===== src/hw/lbv_pkg.sv =====
// Shared constants, types and register map for the break flag and vectors
`default_nettype none

package lbv_pkg;

  // Register port geometry
  localparam int unsigned ADDR_W = 8;
  localparam int unsigned DATA_W = 32;

  // Register byte offsets
  localparam logic [ADDR_W-1:0] OFF_GCR0 = 8'h00;
  localparam logic [ADDR_W-1:0] OFF_GCR1 = 8'h04;
  localparam logic [ADDR_W-1:0] OFF_INT_ENA = 8'h0C;
  localparam logic [ADDR_W-1:0] OFF_INT_LVL = 8'h10;
  localparam logic [ADDR_W-1:0] OFF_FLAGS = 8'h1C;
  localparam logic [ADDR_W-1:0] OFF_VECT0 = 8'h20;
  localparam logic [ADDR_W-1:0] OFF_VECT1 = 8'h24;

  // Field positions
  localparam int unsigned BIT_MODULE_RUN = 0;
  localparam int unsigned BIT_LIN_MODE = 6;
  localparam int unsigned BIT_SOFT_RESET = 7;
  localparam int unsigned BIT_BRK = 0;
  localparam int unsigned BIT_TX = 8;
  localparam int unsigned BIT_RX = 9;

  // Values after reset
  localparam logic [DATA_W-1:0] GCR0_RST = 32'h0000_0000;
  localparam logic [DATA_W-1:0] GCR1_RST = 32'h0000_0000;
  localparam logic [DATA_W-1:0] INT_ENA_RST = 32'h0000_0000;
  localparam logic [DATA_W-1:0] INT_LVL_RST = 32'h0000_0000;
  localparam logic [DATA_W-1:0] FLAGS_RST = 32'h0000_0000;

  // Vector geometry: offset n names flag bit n-1, offset zero means none
  localparam int unsigned VECT_W = 5;
  localparam int unsigned NUM_VEC_FLAGS = 31;
  localparam logic [VECT_W-1:0] OFF_NONE = 5'h00;
  localparam logic [NUM_VEC_FLAGS-1:0] KEEP_MASK = 31'h0000_0300;

  // Break timing
  localparam int unsigned BREAK_BITS = 10;
  localparam int unsigned CLK_PERIOD_NS = 25;
  localparam int unsigned BIT_TIME_NS = 8680;
  localparam int unsigned BIT_CYCLES = BIT_TIME_NS / CLK_PERIOD_NS;

  typedef enum logic [2:0] {
    BRK_IDLE = 3'b001,
    BRK_COUNT = 3'b010,
    BRK_HIGH = 3'b100
  } lbv_brk_state_t;

  typedef struct packed {
    logic [ADDR_W-1:0] addr;
    logic [DATA_W-1:0] wdata;
    logic wr;
    logic rd;
  } lbv_bus_t;

endpackage

`default_nettype wire


===== src/hw/lbv_vec_enc.sv =====
// Priority encoder turning pending flags into a five-bit vector offset
`timescale 1ns/1ps
`default_nettype none

module lbv_vec_enc import lbv_pkg::*; #(
  parameter int unsigned N = NUM_VEC_FLAGS
) (
  // Pending and routed flags, bit 0 has the highest priority
  input wire logic [N-1:0] pending,
  // Offset of the winner
  output logic [VECT_W-1:0] offset
);

  // Scan downward so that the lowest pending index is the last to write
  always_comb begin
    offset = OFF_NONE;
    for (int i = N - 1; i >= 0; i--) begin
      if (pending[i]) begin
        offset = VECT_W'(i + 1);
      end
    end
  end

endmodule // lbv_vec_enc

`default_nettype wire


===== src/hw/lbv_break_det.sv =====
// Break detector: ten bit times of low line after a framing error
`timescale 1ns/1ps
`default_nettype none

module lbv_break_det import lbv_pkg::*; #(
  parameter int unsigned BITC = BIT_CYCLES,
  parameter int unsigned NBITS = BREAK_BITS
) (
  // Clock and reset
  input wire logic core_clk,
  input wire logic rst,
  // Control and line
  input wire logic enable,
  input wire logic rx_pin,
  input wire logic frame_err,
  // Event
  output logic brk_pulse
);

  localparam int unsigned DIV_W = $clog2(BITC + 1);

  lbv_brk_state_t state_q, state_d;
  logic [DIV_W-1:0] div_q;
  logic [3:0] cnt_q;
  logic tick;
  logic start;

  // Bit divider restarts on the framing error so ticks fall on bit edges
  assign tick = (div_q == DIV_W'(BITC - 1));
  assign start = (state_q == BRK_IDLE) && enable && frame_err && !rx_pin;
  assign brk_pulse = (state_q == BRK_COUNT) && enable && !rx_pin && tick &&
                     (cnt_q == 4'(NBITS - 1));

  always_comb begin
    state_d = state_q;
    unique case (state_q)
      BRK_IDLE: begin
        if (start) begin
          state_d = BRK_COUNT;
        end
      end
      BRK_COUNT: begin
        if (!enable || rx_pin) begin
          state_d = BRK_IDLE;
        end else if (brk_pulse) begin
          state_d = BRK_HIGH;
        end
      end
      BRK_HIGH: begin
        // One break gives one event; wait for the line to rise again
        if (!enable || rx_pin) begin
          state_d = BRK_IDLE;
        end
      end
    endcase
  end

  always_ff @(posedge core_clk or posedge rst) begin
    if (rst) begin
      state_q <= BRK_IDLE;
      div_q <= '0;
      cnt_q <= '0;
    end else begin
      state_q <= state_d;
      div_q <= (start || tick) ? '0 : div_q + DIV_W'(1);
      if (start) begin
        cnt_q <= '0;
      end else if (tick && state_q == BRK_COUNT) begin
        cnt_q <= cnt_q + 4'd1;
      end
    end
  end

  // Helper: consecutive low cycles, saturating
  logic [15:0] low_run_q;
  always_ff @(posedge core_clk or posedge rst) begin
    if (rst) begin
      low_run_q <= '0;
    end else if (rx_pin) begin
      low_run_q <= '0;
    end else if (low_run_q != 16'hFFFF) begin
      low_run_q <= low_run_q + 16'd1;
    end
  end
endmodule // lbv_break_det

`default_nettype wire


===== src/hw/lbv_core.sv =====
// Break-detect flag, flag register and the two interrupt vector registers
//
// Operation
// - A break is flagged when the receive line stays low ten bit times after a framing error.
// - Break detection works only in plain serial mode, never in LIN mode.
// - A detected break with its interrupt enabled raises the error request.
// - Reading the break offset from either vector register clears the break flag.
// - Soft reset, module reset and system reset clear the break flag.
// - The break flag reads 1 when set, writing 1 clears it and writing 0 keeps it.
// - The line-zero vector register shows a five-bit offset in bits 4 to 0.
// - Vector bits 31 to 5 read as zero and ignore writes.
// - Each vector read moves the vector on to the next pending interrupt.
// - A vector read clears the flag that belongs to the offset it returned.
// - Receive and transmit flags stay set when their offsets are read.
// - A second vector register does the same for interrupt line one.
//
// The register addresses and the address-and-strobe port were chosen for this implementation.
`timescale 1ns/1ps
`default_nettype none

module lbv_core import lbv_pkg::*; #(
  parameter int unsigned BITC = BIT_CYCLES,
  parameter int unsigned NBITS = BREAK_BITS
) (
  // Clock and reset
  input wire logic core_clk,
  input wire logic rst,
  // Register port
  input wire lbv_bus_t bus_i,
  output logic [DATA_W-1:0] rdata,
  // Receive line and frame logic
  input wire logic serial_receive_pin,
  input wire logic frame_err,
  input wire logic [DATA_W-1:0] flag_set_in,
  // Interrupt requests
  output logic error_int_req,
  output logic interrupt_line_zero,
  output logic interrupt_line_one
);

  logic [DATA_W-1:0] gcr0_q, gcr1_q, int_ena_q, int_lvl_q;
  logic [DATA_W-1:0] flags_q, flags_d;
  logic [DATA_W-1:0] rdata_q, rdata_d;
  logic [NUM_VEC_FLAGS-1:0] skip_q [2];
  logic [NUM_VEC_FLAGS-1:0] skip_d [2];
  logic [NUM_VEC_FLAGS-1:0] pend [2];
  logic [NUM_VEC_FLAGS-1:0] vec_clr [2];
  logic [VECT_W-1:0] vec [2];
  logic [1:0] vec_rd;

  // Address decode
  wire wr_gcr0 = bus_i.wr && (bus_i.addr == OFF_GCR0);
  wire wr_gcr1 = bus_i.wr && (bus_i.addr == OFF_GCR1);
  wire wr_ena = bus_i.wr && (bus_i.addr == OFF_INT_ENA);
  wire wr_lvl = bus_i.wr && (bus_i.addr == OFF_INT_LVL);
  wire wr_flags = bus_i.wr && (bus_i.addr == OFF_FLAGS);
  assign vec_rd[0] = bus_i.rd && (bus_i.addr == OFF_VECT0);
  assign vec_rd[1] = bus_i.rd && (bus_i.addr == OFF_VECT1);

  // Mode and reset controls
  wire module_run = gcr0_q[BIT_MODULE_RUN];
  wire lin_mode = gcr1_q[BIT_LIN_MODE];
  wire soft_clr = wr_gcr1 && bus_i.wdata[BIT_SOFT_RESET];
  wire compat_en = module_run && !lin_mode;
  wire brk_pulse;

  lbv_break_det #(
    .BITC(BITC),
    .NBITS(NBITS)
  ) u_brk (
    .core_clk(core_clk),
    .rst(rst),
    .enable(compat_en),
    .rx_pin(serial_receive_pin),
    .frame_err(frame_err),
    .brk_pulse(brk_pulse)
  );

  // Per-line vector: route, encode, clear or skip what was served
  for (genvar l = 0; l < 2; l++) begin : g_line
    wire [NUM_VEC_FLAGS-1:0] routed;
    wire [NUM_VEC_FLAGS-1:0] served;
    assign routed = (l == 1) ? int_lvl_q[NUM_VEC_FLAGS-1:0] :
                    ~int_lvl_q[NUM_VEC_FLAGS-1:0];
    assign pend[l] = flags_q[NUM_VEC_FLAGS-1:0] &
                     int_ena_q[NUM_VEC_FLAGS-1:0] & routed &
                     ~skip_q[l];

    lbv_vec_enc #(
      .N(NUM_VEC_FLAGS)
    ) u_enc (
      .pending(pend[l]),
      .offset(vec[l])
    );

    assign served = (vec_rd[l] && vec[l] != OFF_NONE) ?
                    (NUM_VEC_FLAGS'(1) << (vec[l] - VECT_W'(1))) : '0;
    assign vec_clr[l] = served & ~KEEP_MASK;
    // Kept flags are hidden from this line until they drop, so the vector
    // can still move on past them
    assign skip_d[l] = (skip_q[l] | (served & KEEP_MASK)) &
                       flags_d[NUM_VEC_FLAGS-1:0];

    always_ff @(posedge core_clk or posedge rst) begin
      if (rst) begin
        skip_q[l] <= '0;
      end else begin
        skip_q[l] <= skip_d[l];
      end
    end
  end

  // Flag update: hardware set wins over software and vector clears,
  // but a module or soft reset clears everything
  wire [DATA_W-1:0] set_ev = {flag_set_in[DATA_W-1:1], brk_pulse};
  wire [DATA_W-1:0] w1c = wr_flags ? bus_i.wdata : '0;
  wire [DATA_W-1:0] rd_clr = {1'b0, vec_clr[0] | vec_clr[1]};
  wire hold_clear = !module_run || soft_clr;
  assign flags_d = hold_clear ? '0 :
                   ((flags_q & ~(w1c | rd_clr)) | set_ev);

  // Read mux; vector reads return the value before they advance it
  wire [DATA_W-1:0] vec0_word = {{(DATA_W-VECT_W){1'b0}}, vec[0]};
  wire [DATA_W-1:0] vec1_word = {{(DATA_W-VECT_W){1'b0}}, vec[1]};
  assign rdata_d = !bus_i.rd ? '0 :
                   (bus_i.addr == OFF_GCR0) ? gcr0_q :
                   (bus_i.addr == OFF_GCR1) ? gcr1_q :
                   (bus_i.addr == OFF_INT_ENA) ? int_ena_q :
                   (bus_i.addr == OFF_INT_LVL) ? int_lvl_q :
                   (bus_i.addr == OFF_FLAGS) ? flags_q :
                   vec_rd[0] ? vec0_word :
                   vec_rd[1] ? vec1_word : '0;

  always_ff @(posedge core_clk or posedge rst) begin
    if (rst) begin
      gcr0_q <= GCR0_RST;
      gcr1_q <= GCR1_RST;
      int_ena_q <= INT_ENA_RST;
      int_lvl_q <= INT_LVL_RST;
    end else begin
      if (wr_gcr0) begin
        gcr0_q <= bus_i.wdata;
      end
      if (wr_gcr1) begin
        gcr1_q <= bus_i.wdata;
      end
      if (wr_ena) begin
        int_ena_q <= bus_i.wdata;
      end
      if (wr_lvl) begin
        int_lvl_q <= bus_i.wdata;
      end
    end
  end

  always_ff @(posedge core_clk or posedge rst) begin
    if (rst) begin
      flags_q <= FLAGS_RST;
      rdata_q <= '0;
    end else begin
      flags_q <= flags_d;
      rdata_q <= rdata_d;
    end
  end

  assign rdata = rdata_q;
  assign error_int_req = flags_q[BIT_BRK] && int_ena_q[BIT_BRK];
  assign interrupt_line_zero = (vec[0] != OFF_NONE);
  assign interrupt_line_one = (vec[1] != OFF_NONE);

  wire quiet_set = (flag_set_in[DATA_W-1:1] == '0) && !brk_pulse;
endmodule // lbv_core

`default_nettype wire


===== config.mk =====
export PLATFORM = sky130hd
export DESIGN_NAME = lbv_core
export DESIGN_NICKNAME = d
export VERILOG_FILES = /design/src/hw/lbv_pkg.sv /design/src/hw/lbv_vec_enc.sv /design/src/hw/lbv_break_det.sv /design/src/hw/lbv_core.sv
export SDC_FILE = /design/constraint.sdc
export NUM_CORES = 1
export LEC_CHECK = 0
export BUFFER_PORTS_ARGS = -buffer_cell sky130_fd_sc_hd__buf_4
export CORE_MARGIN = 5
export CORE_UTILIZATION = 45
export CTS_CLUSTER_SIZE = 30
export DETAILED_ROUTE_END_ITERATION = 10
export PLACE_DENSITY = 0.73
export SLEW_MARGIN = 0
export SYNTH_ARGS = -nofsm -noshare
export SYNTH_HDL_FRONTEND = slang
export SYNTH_SLANG_ARGS = --single-unit

===== constraint.sdc =====
create_clock -name core_clk -period 21.1 [get_ports core_clk]
set_input_delay 2.11 -clock core_clk [delete_from_list [all_inputs] [get_ports core_clk]]
set_output_delay 2.11 -clock core_clk [all_outputs]
set_load 0.01 [all_outputs]

Word level (Yosys, flattened, before mapping) --
Index checks and enable logic that the tools add are counted.
Word-level totals: register bits after elaboration 270, input bits 78, output and inout port bits 35, logic and storage cells 162
Cells by class: add/sub/neg operators 4, equality and inequality tests 14, shift-type cells 2, muxes and demuxes 82, bitwise gates (word level) 17, reductions and logical operators 32
Operators by type and width (number):
- two-way mux 5 bit | 64
- two-way mux 32 bit | 8
- bitwise AND 31 bit | 7
- inverter 31 bit | 3
- two-way mux 31 bit | 2
- OR 31 x 10 -> 31 bit | 2
- << shifter 1 x 5 -> 31 bit (first input constant) | 2
- bitwise AND 32 bit | 1
- inverter 32 bit | 1
- OR 32 x 31 -> 32 bit | 1
- OR 32 bit | 1
- OR 31 bit | 1
- logical AND 1 bit | 20
- == test 8 x 5 -> 1 bit (second input constant) | 2
- == test 8 x 6 -> 1 bit (second input constant) | 2
- two-way mux 3 bit | 4
- nonzero test 5 bit | 2
- subtractor 5 x 1 -> 5 bit (second input constant) | 2
- adder 9 x 1 -> 9 bit (second input constant) | 1
- == test 9 bit (second input constant) | 1
- two-way mux 9 bit | 1
- one-hot mux 3 bit (3 select lines) | 1
- == test 8 x 3 -> 1 bit (second input constant) | 1
- == test 8 x 4 -> 1 bit (second input constant) | 1
- 13 further kinds | 20

Longest topological paths before layout --
depth after elaboration 44, mapped depth 13, mapped depth without buffers 9

By module --
From an unflattened synthesis, not the netlist that was laid out.
Unflattened totals: cell total of the unflattened synthesis 1319, area, all modules 13337.8 µm²
Modules (own cells, without submodules):
- lbv_core | instances 1, cells each 1099, area an instance 11730.0 µm²
- lbv_break_det | instances 1, cells each 90, area an instance 869.6 µm²
- lbv_vec_enc | instances 2, cells each 65, area an instance 369.1 µm²

Worst setup path before layout --
Ideal clock, no wire load.
path kind in2reg, from in bus_i[35] (netlist bit), to reg skip_q[20] (netlist bit), data arrival time 4370 ps, data required time 20981 ps, slack 16611 ps, cell stages on the path 9, cells stage by stage or4_1 > nor4_2 > nand4_1 > or2_4 > nor2b_4 > and2_4 > a221oi_1 > a22o_1 > and2_1
RTL lines:
- from (decl) | RTL line lbv_core.sv:29 | input wire lbv_bus_t bus_i,
- to (signal, indexed assignment) | RTL line lbv_core.sv:108 | skip_q[l] <= skip_d[l];
- to (decl) | RTL line lbv_core.sv:44 | logic [NUM_VEC_FLAGS-1:0] skip_q [2];

Worst setup path after layout --
from reg int_lvl_q[15], to out interrupt_line_zero
Between the ends: longest elaborated chain between the ends 20
RTL lines:
- from (decl) | RTL line lbv_core.sv:41 | logic [DATA_W-1:0] gcr0_q, gcr1_q, int_ena_q, int_lvl_q;
- from (signal assigned) | RTL line lbv_core.sv:151 | int_lvl_q <= bus_i.wdata;
- inverter 31 bit
- bitwise AND 31 bit (2 in a row) | RTL line lbv_core.sv:86 | int_ena_q[NUM_VEC_FLAGS-1:0] & routed &
- two-way mux 5 bit (16 in a row) | RTL line lbv_vec_enc.sv:18 | if (pending[i]) begin
- nonzero test 5 bit | RTL line lbv_core.sv:168 | assign interrupt_line_zero = (vec[0] != OFF_NONE);
- to (decl) | RTL line lbv_core.sv:37 | output logic interrupt_line_zero,
Every way passes these cells.

==> impl_metrics.ini <==
[detailed_routing]
drt_iter0_drc = 1012
ant_nets = 0
wl_um = 41300
drc_errors = 0
avgViaCountPerCell = 6.22
vias = 11200
wl_per_cell_um = 23.0
drt_pass1_iterations = 5

[critical_path]
worstPathArrival_ps = 3880
worstPathRequired_ps = 18990
critPathLaunchType = flip-flop
critPathKind = flip-flop to output port
reg2reg_from = int_lvl_q[15]
crit_fanout = 5
cp-end-kind = output port
r2r_end = skip_q[25]
reg2regPathDepth = 8
rrSetupSlack_ps = 17030

[clocking]
clock_sinks = 270
cts_tree = built
cts_resized = 0
clk_path_buf_depth = 3
cts_setup_buffers = 0
root_buffer = clkbuf_16
cts-hold-fix-buffers = 0
cts_made_buffers = 30
htree_levels = 1
clk_latency_ps = 560
path_clk_slew_ps = 70

[timing]
final.setup.tns_ps = 0
relSlewSlack_pct = 22.6
skew_ps = 13.1
period_share_pct = 28.4
fmax_mhz = 167
drv_slew = 0
whs_ps = 474
hold_violations = 0
worst_slew_pin_slew_ps = 1140
period_minus_slack_ps = 5990
rsz0062_at_grt = false
setup_viol = 0

[finish]
final_core_util_pct = 53.7
area_growth_pct = 17.2
fillerInstances = 2616
area.sequential_sq_um = 6760
drive_above_1_share_pct = 24.1
multi_input_area_sq_um = 6540
final_nets = 1463
diodes = 0

[die]
rows = 63
core-area_sq_um = 29700
die_w_um = 184
die_h_um = 184
io-pin-count = 113
dieArea_sq_um = 33800
initial_core_util_pct = 45.8

[synth]
synthCells = 1284
yosys_warnings = 0
ys_types = 76
synth_area_per_cell_sq_um = 10.6
synth_seq_cells = 270
synth_nets = 1366
ys_seq_area_share_pct = 49.7
synth-main-ff-cell = dfrtp_1
synth_edf_count = 0
syn_area_sq_um = 13600
synthArstFlopShare_pct = 100

[worst_hold_path]
hold_depth = 2
min_path_type = flip-flop to flip-flop
hold_end = gcr1_q[4]
hp-start = gcr1_q[4]

[job]
cap_violations = 0

[run_status]
status = completed

[global_route]
antenna_found_initial = 0
grt_overflow = 0
grt.total_usage_pct = 23.8
grt_pass1_vias = 11000
grt_pass1_wl_um = 63900
grt_max_degree = 133

[power_and_ir_drop]
power.leakage_nw = 7.43
power.density_nw_per_um2 = 77.7
p_total_w = 0.00124
peakVddDrop_mv = 0.0673

[placed_design]
gp_congestion = 0.947
numPortBuffers = 111
dp_hpwl_um = 27700
[Yosys cell counts (18+ instances only)]
master / number / area (sq um)
nor2b_1: 33 / 206
mux2_2: 127 / 1430
a21oi_1: 42 / 210
nand4b_1: 31 / 272
nand2_1: 176 / 661
and2_1: 51 / 319
o311a_1: 27 / 270
clkbuf_1: 50 / 188
nor2_1: 51 / 191
o22ai_1: 31 / 194
nor4bb_1: 24 / 240
o21ai_0: 18 / 90.1
nand3_1: 25 / 125
inv_1: 22 / 82.6
dfrtp_1: 269 / 6730
a22oi_1: 36 / 270
[critical path, cell delays in order, from the launching register on]
cell      delay (ps)
dfrtp_1          410
nor4bb_1         810
o21ai_1          260
a211oi_1         740
o211ai_1         390
inv_1            270
nand3_1          210
buf_4            220
[registers in the layout, summed over array words and instances (netlist names)]
signal         count
u_brk.div_q        9
int_lvl_q         32
u_brk.state_q      3
gcr1_q            32
skip_q            62
gcr0_q            32
rdata             32
u_brk.cnt_q        4
flags_q           32
int_ena_q         32
[layer usage]
layer / up-vias / global-route usage [%] / share of wire [%]
met1: 5633 / 34.6 / 45
met2: 441 / 36.8 / 46
met3: 92 / 3.48 / 6.2
li1: 4997 / - / -
met4: 2 / 8.02 / 3.4
met5: - / 0.714 / 0.068
[power breakdown]
group	switching (W)	internal (W)	total [W]
clock	0.000222	0.000355	0.000576
combinational	0.0000546	0.0000431	0.0000977
sequential	0.0000235	0.000542	0.000566
[placed cells by master (no fill, tap or decap), types with 6 or more instances in the layout]
cell type	n
o22ai_1	31
nand3_1	24
nor4bb_1	24
buf_4	129
nand2_1	176
nor4_1	14
clkbuf_16	31
a211oi_1	16
dfrtp_1	269
o211ai_1	7
o21ai_0	18
a22oi_1	36
nand4_1	8
nor2_1	50
nand2b_1	8
and2_1	50
or3_1	9
or2_2	7
a31oi_1	9
a21boi_0	13
inv_1	21
a221oi_1	7
and4b_1	14
nor3_1	16
a21oi_1	42
and3_1	13
o311a_1	27
nor2b_1	33
nand4bb_1	9
a221o_1	7
mux2_2	127
xor2_1	6
nand4b_1	31
clkbuf_8	7
[per-stage QoR]
| step | std cells | instance area [sq um] | worst slack, ps |
|---|---|---|---|
| 6_report | 1795 | 15900 | 15110 |
| 5_1_grt | 1795 | 15900 | 15010 |
| 4_1_cts | 1795 | 15900 | 15160 |
| 3_5_place_dp | 1739 | 14800 | 15700 |
| 3_3_place_gp | 1739 | 14800 | 15730 |
| 2_1_floorplan | 1284 | 13600 | 11550 |
[final cells by class]
type                    count  share of cell area, %
clock buffers              42                   5.56
repair buffers            129                   6.07
clock inverters            14                   1.37
inverters                  22                  0.565
flip-flops and latches    270                   42.4
multi-input cells         928                   41.0
well taps                 390                   3.06
[how the worst max path moves through the flow]
stage	from	end	slack, ps	cells past startpoint
floorplan	rst	flags_q[0]	11550	1
global placement	bus_i[37]	skip_q[60]	15730	10
detailed placement	bus_i[37]	skip_q[27]	15700	10
CTS	int_lvl_q[15]	interrupt_line_zero	15160	8
global route	int_lvl_q[15]	interrupt_line_zero	15010	8
finish	int_lvl_q[15]	interrupt_line_zero	15110	7
[logic make-up (layout without fill, tap and decap cells)]
family | after synthesis | in the layout | synth area share [%]
simple gates | 525 | 525 | 22.4
flops | 270 | 270 | 49.7
compound gates | 259 | 259 | 13.8
mux | 131 | 131 | 10.8
buf+inv | 86 | 207 | 2.37
xor+xnor | 9 | 9 | 0.579
fa+ha+maj | 4 | 4 | 0.368
(Power assumes the default switching activity.)
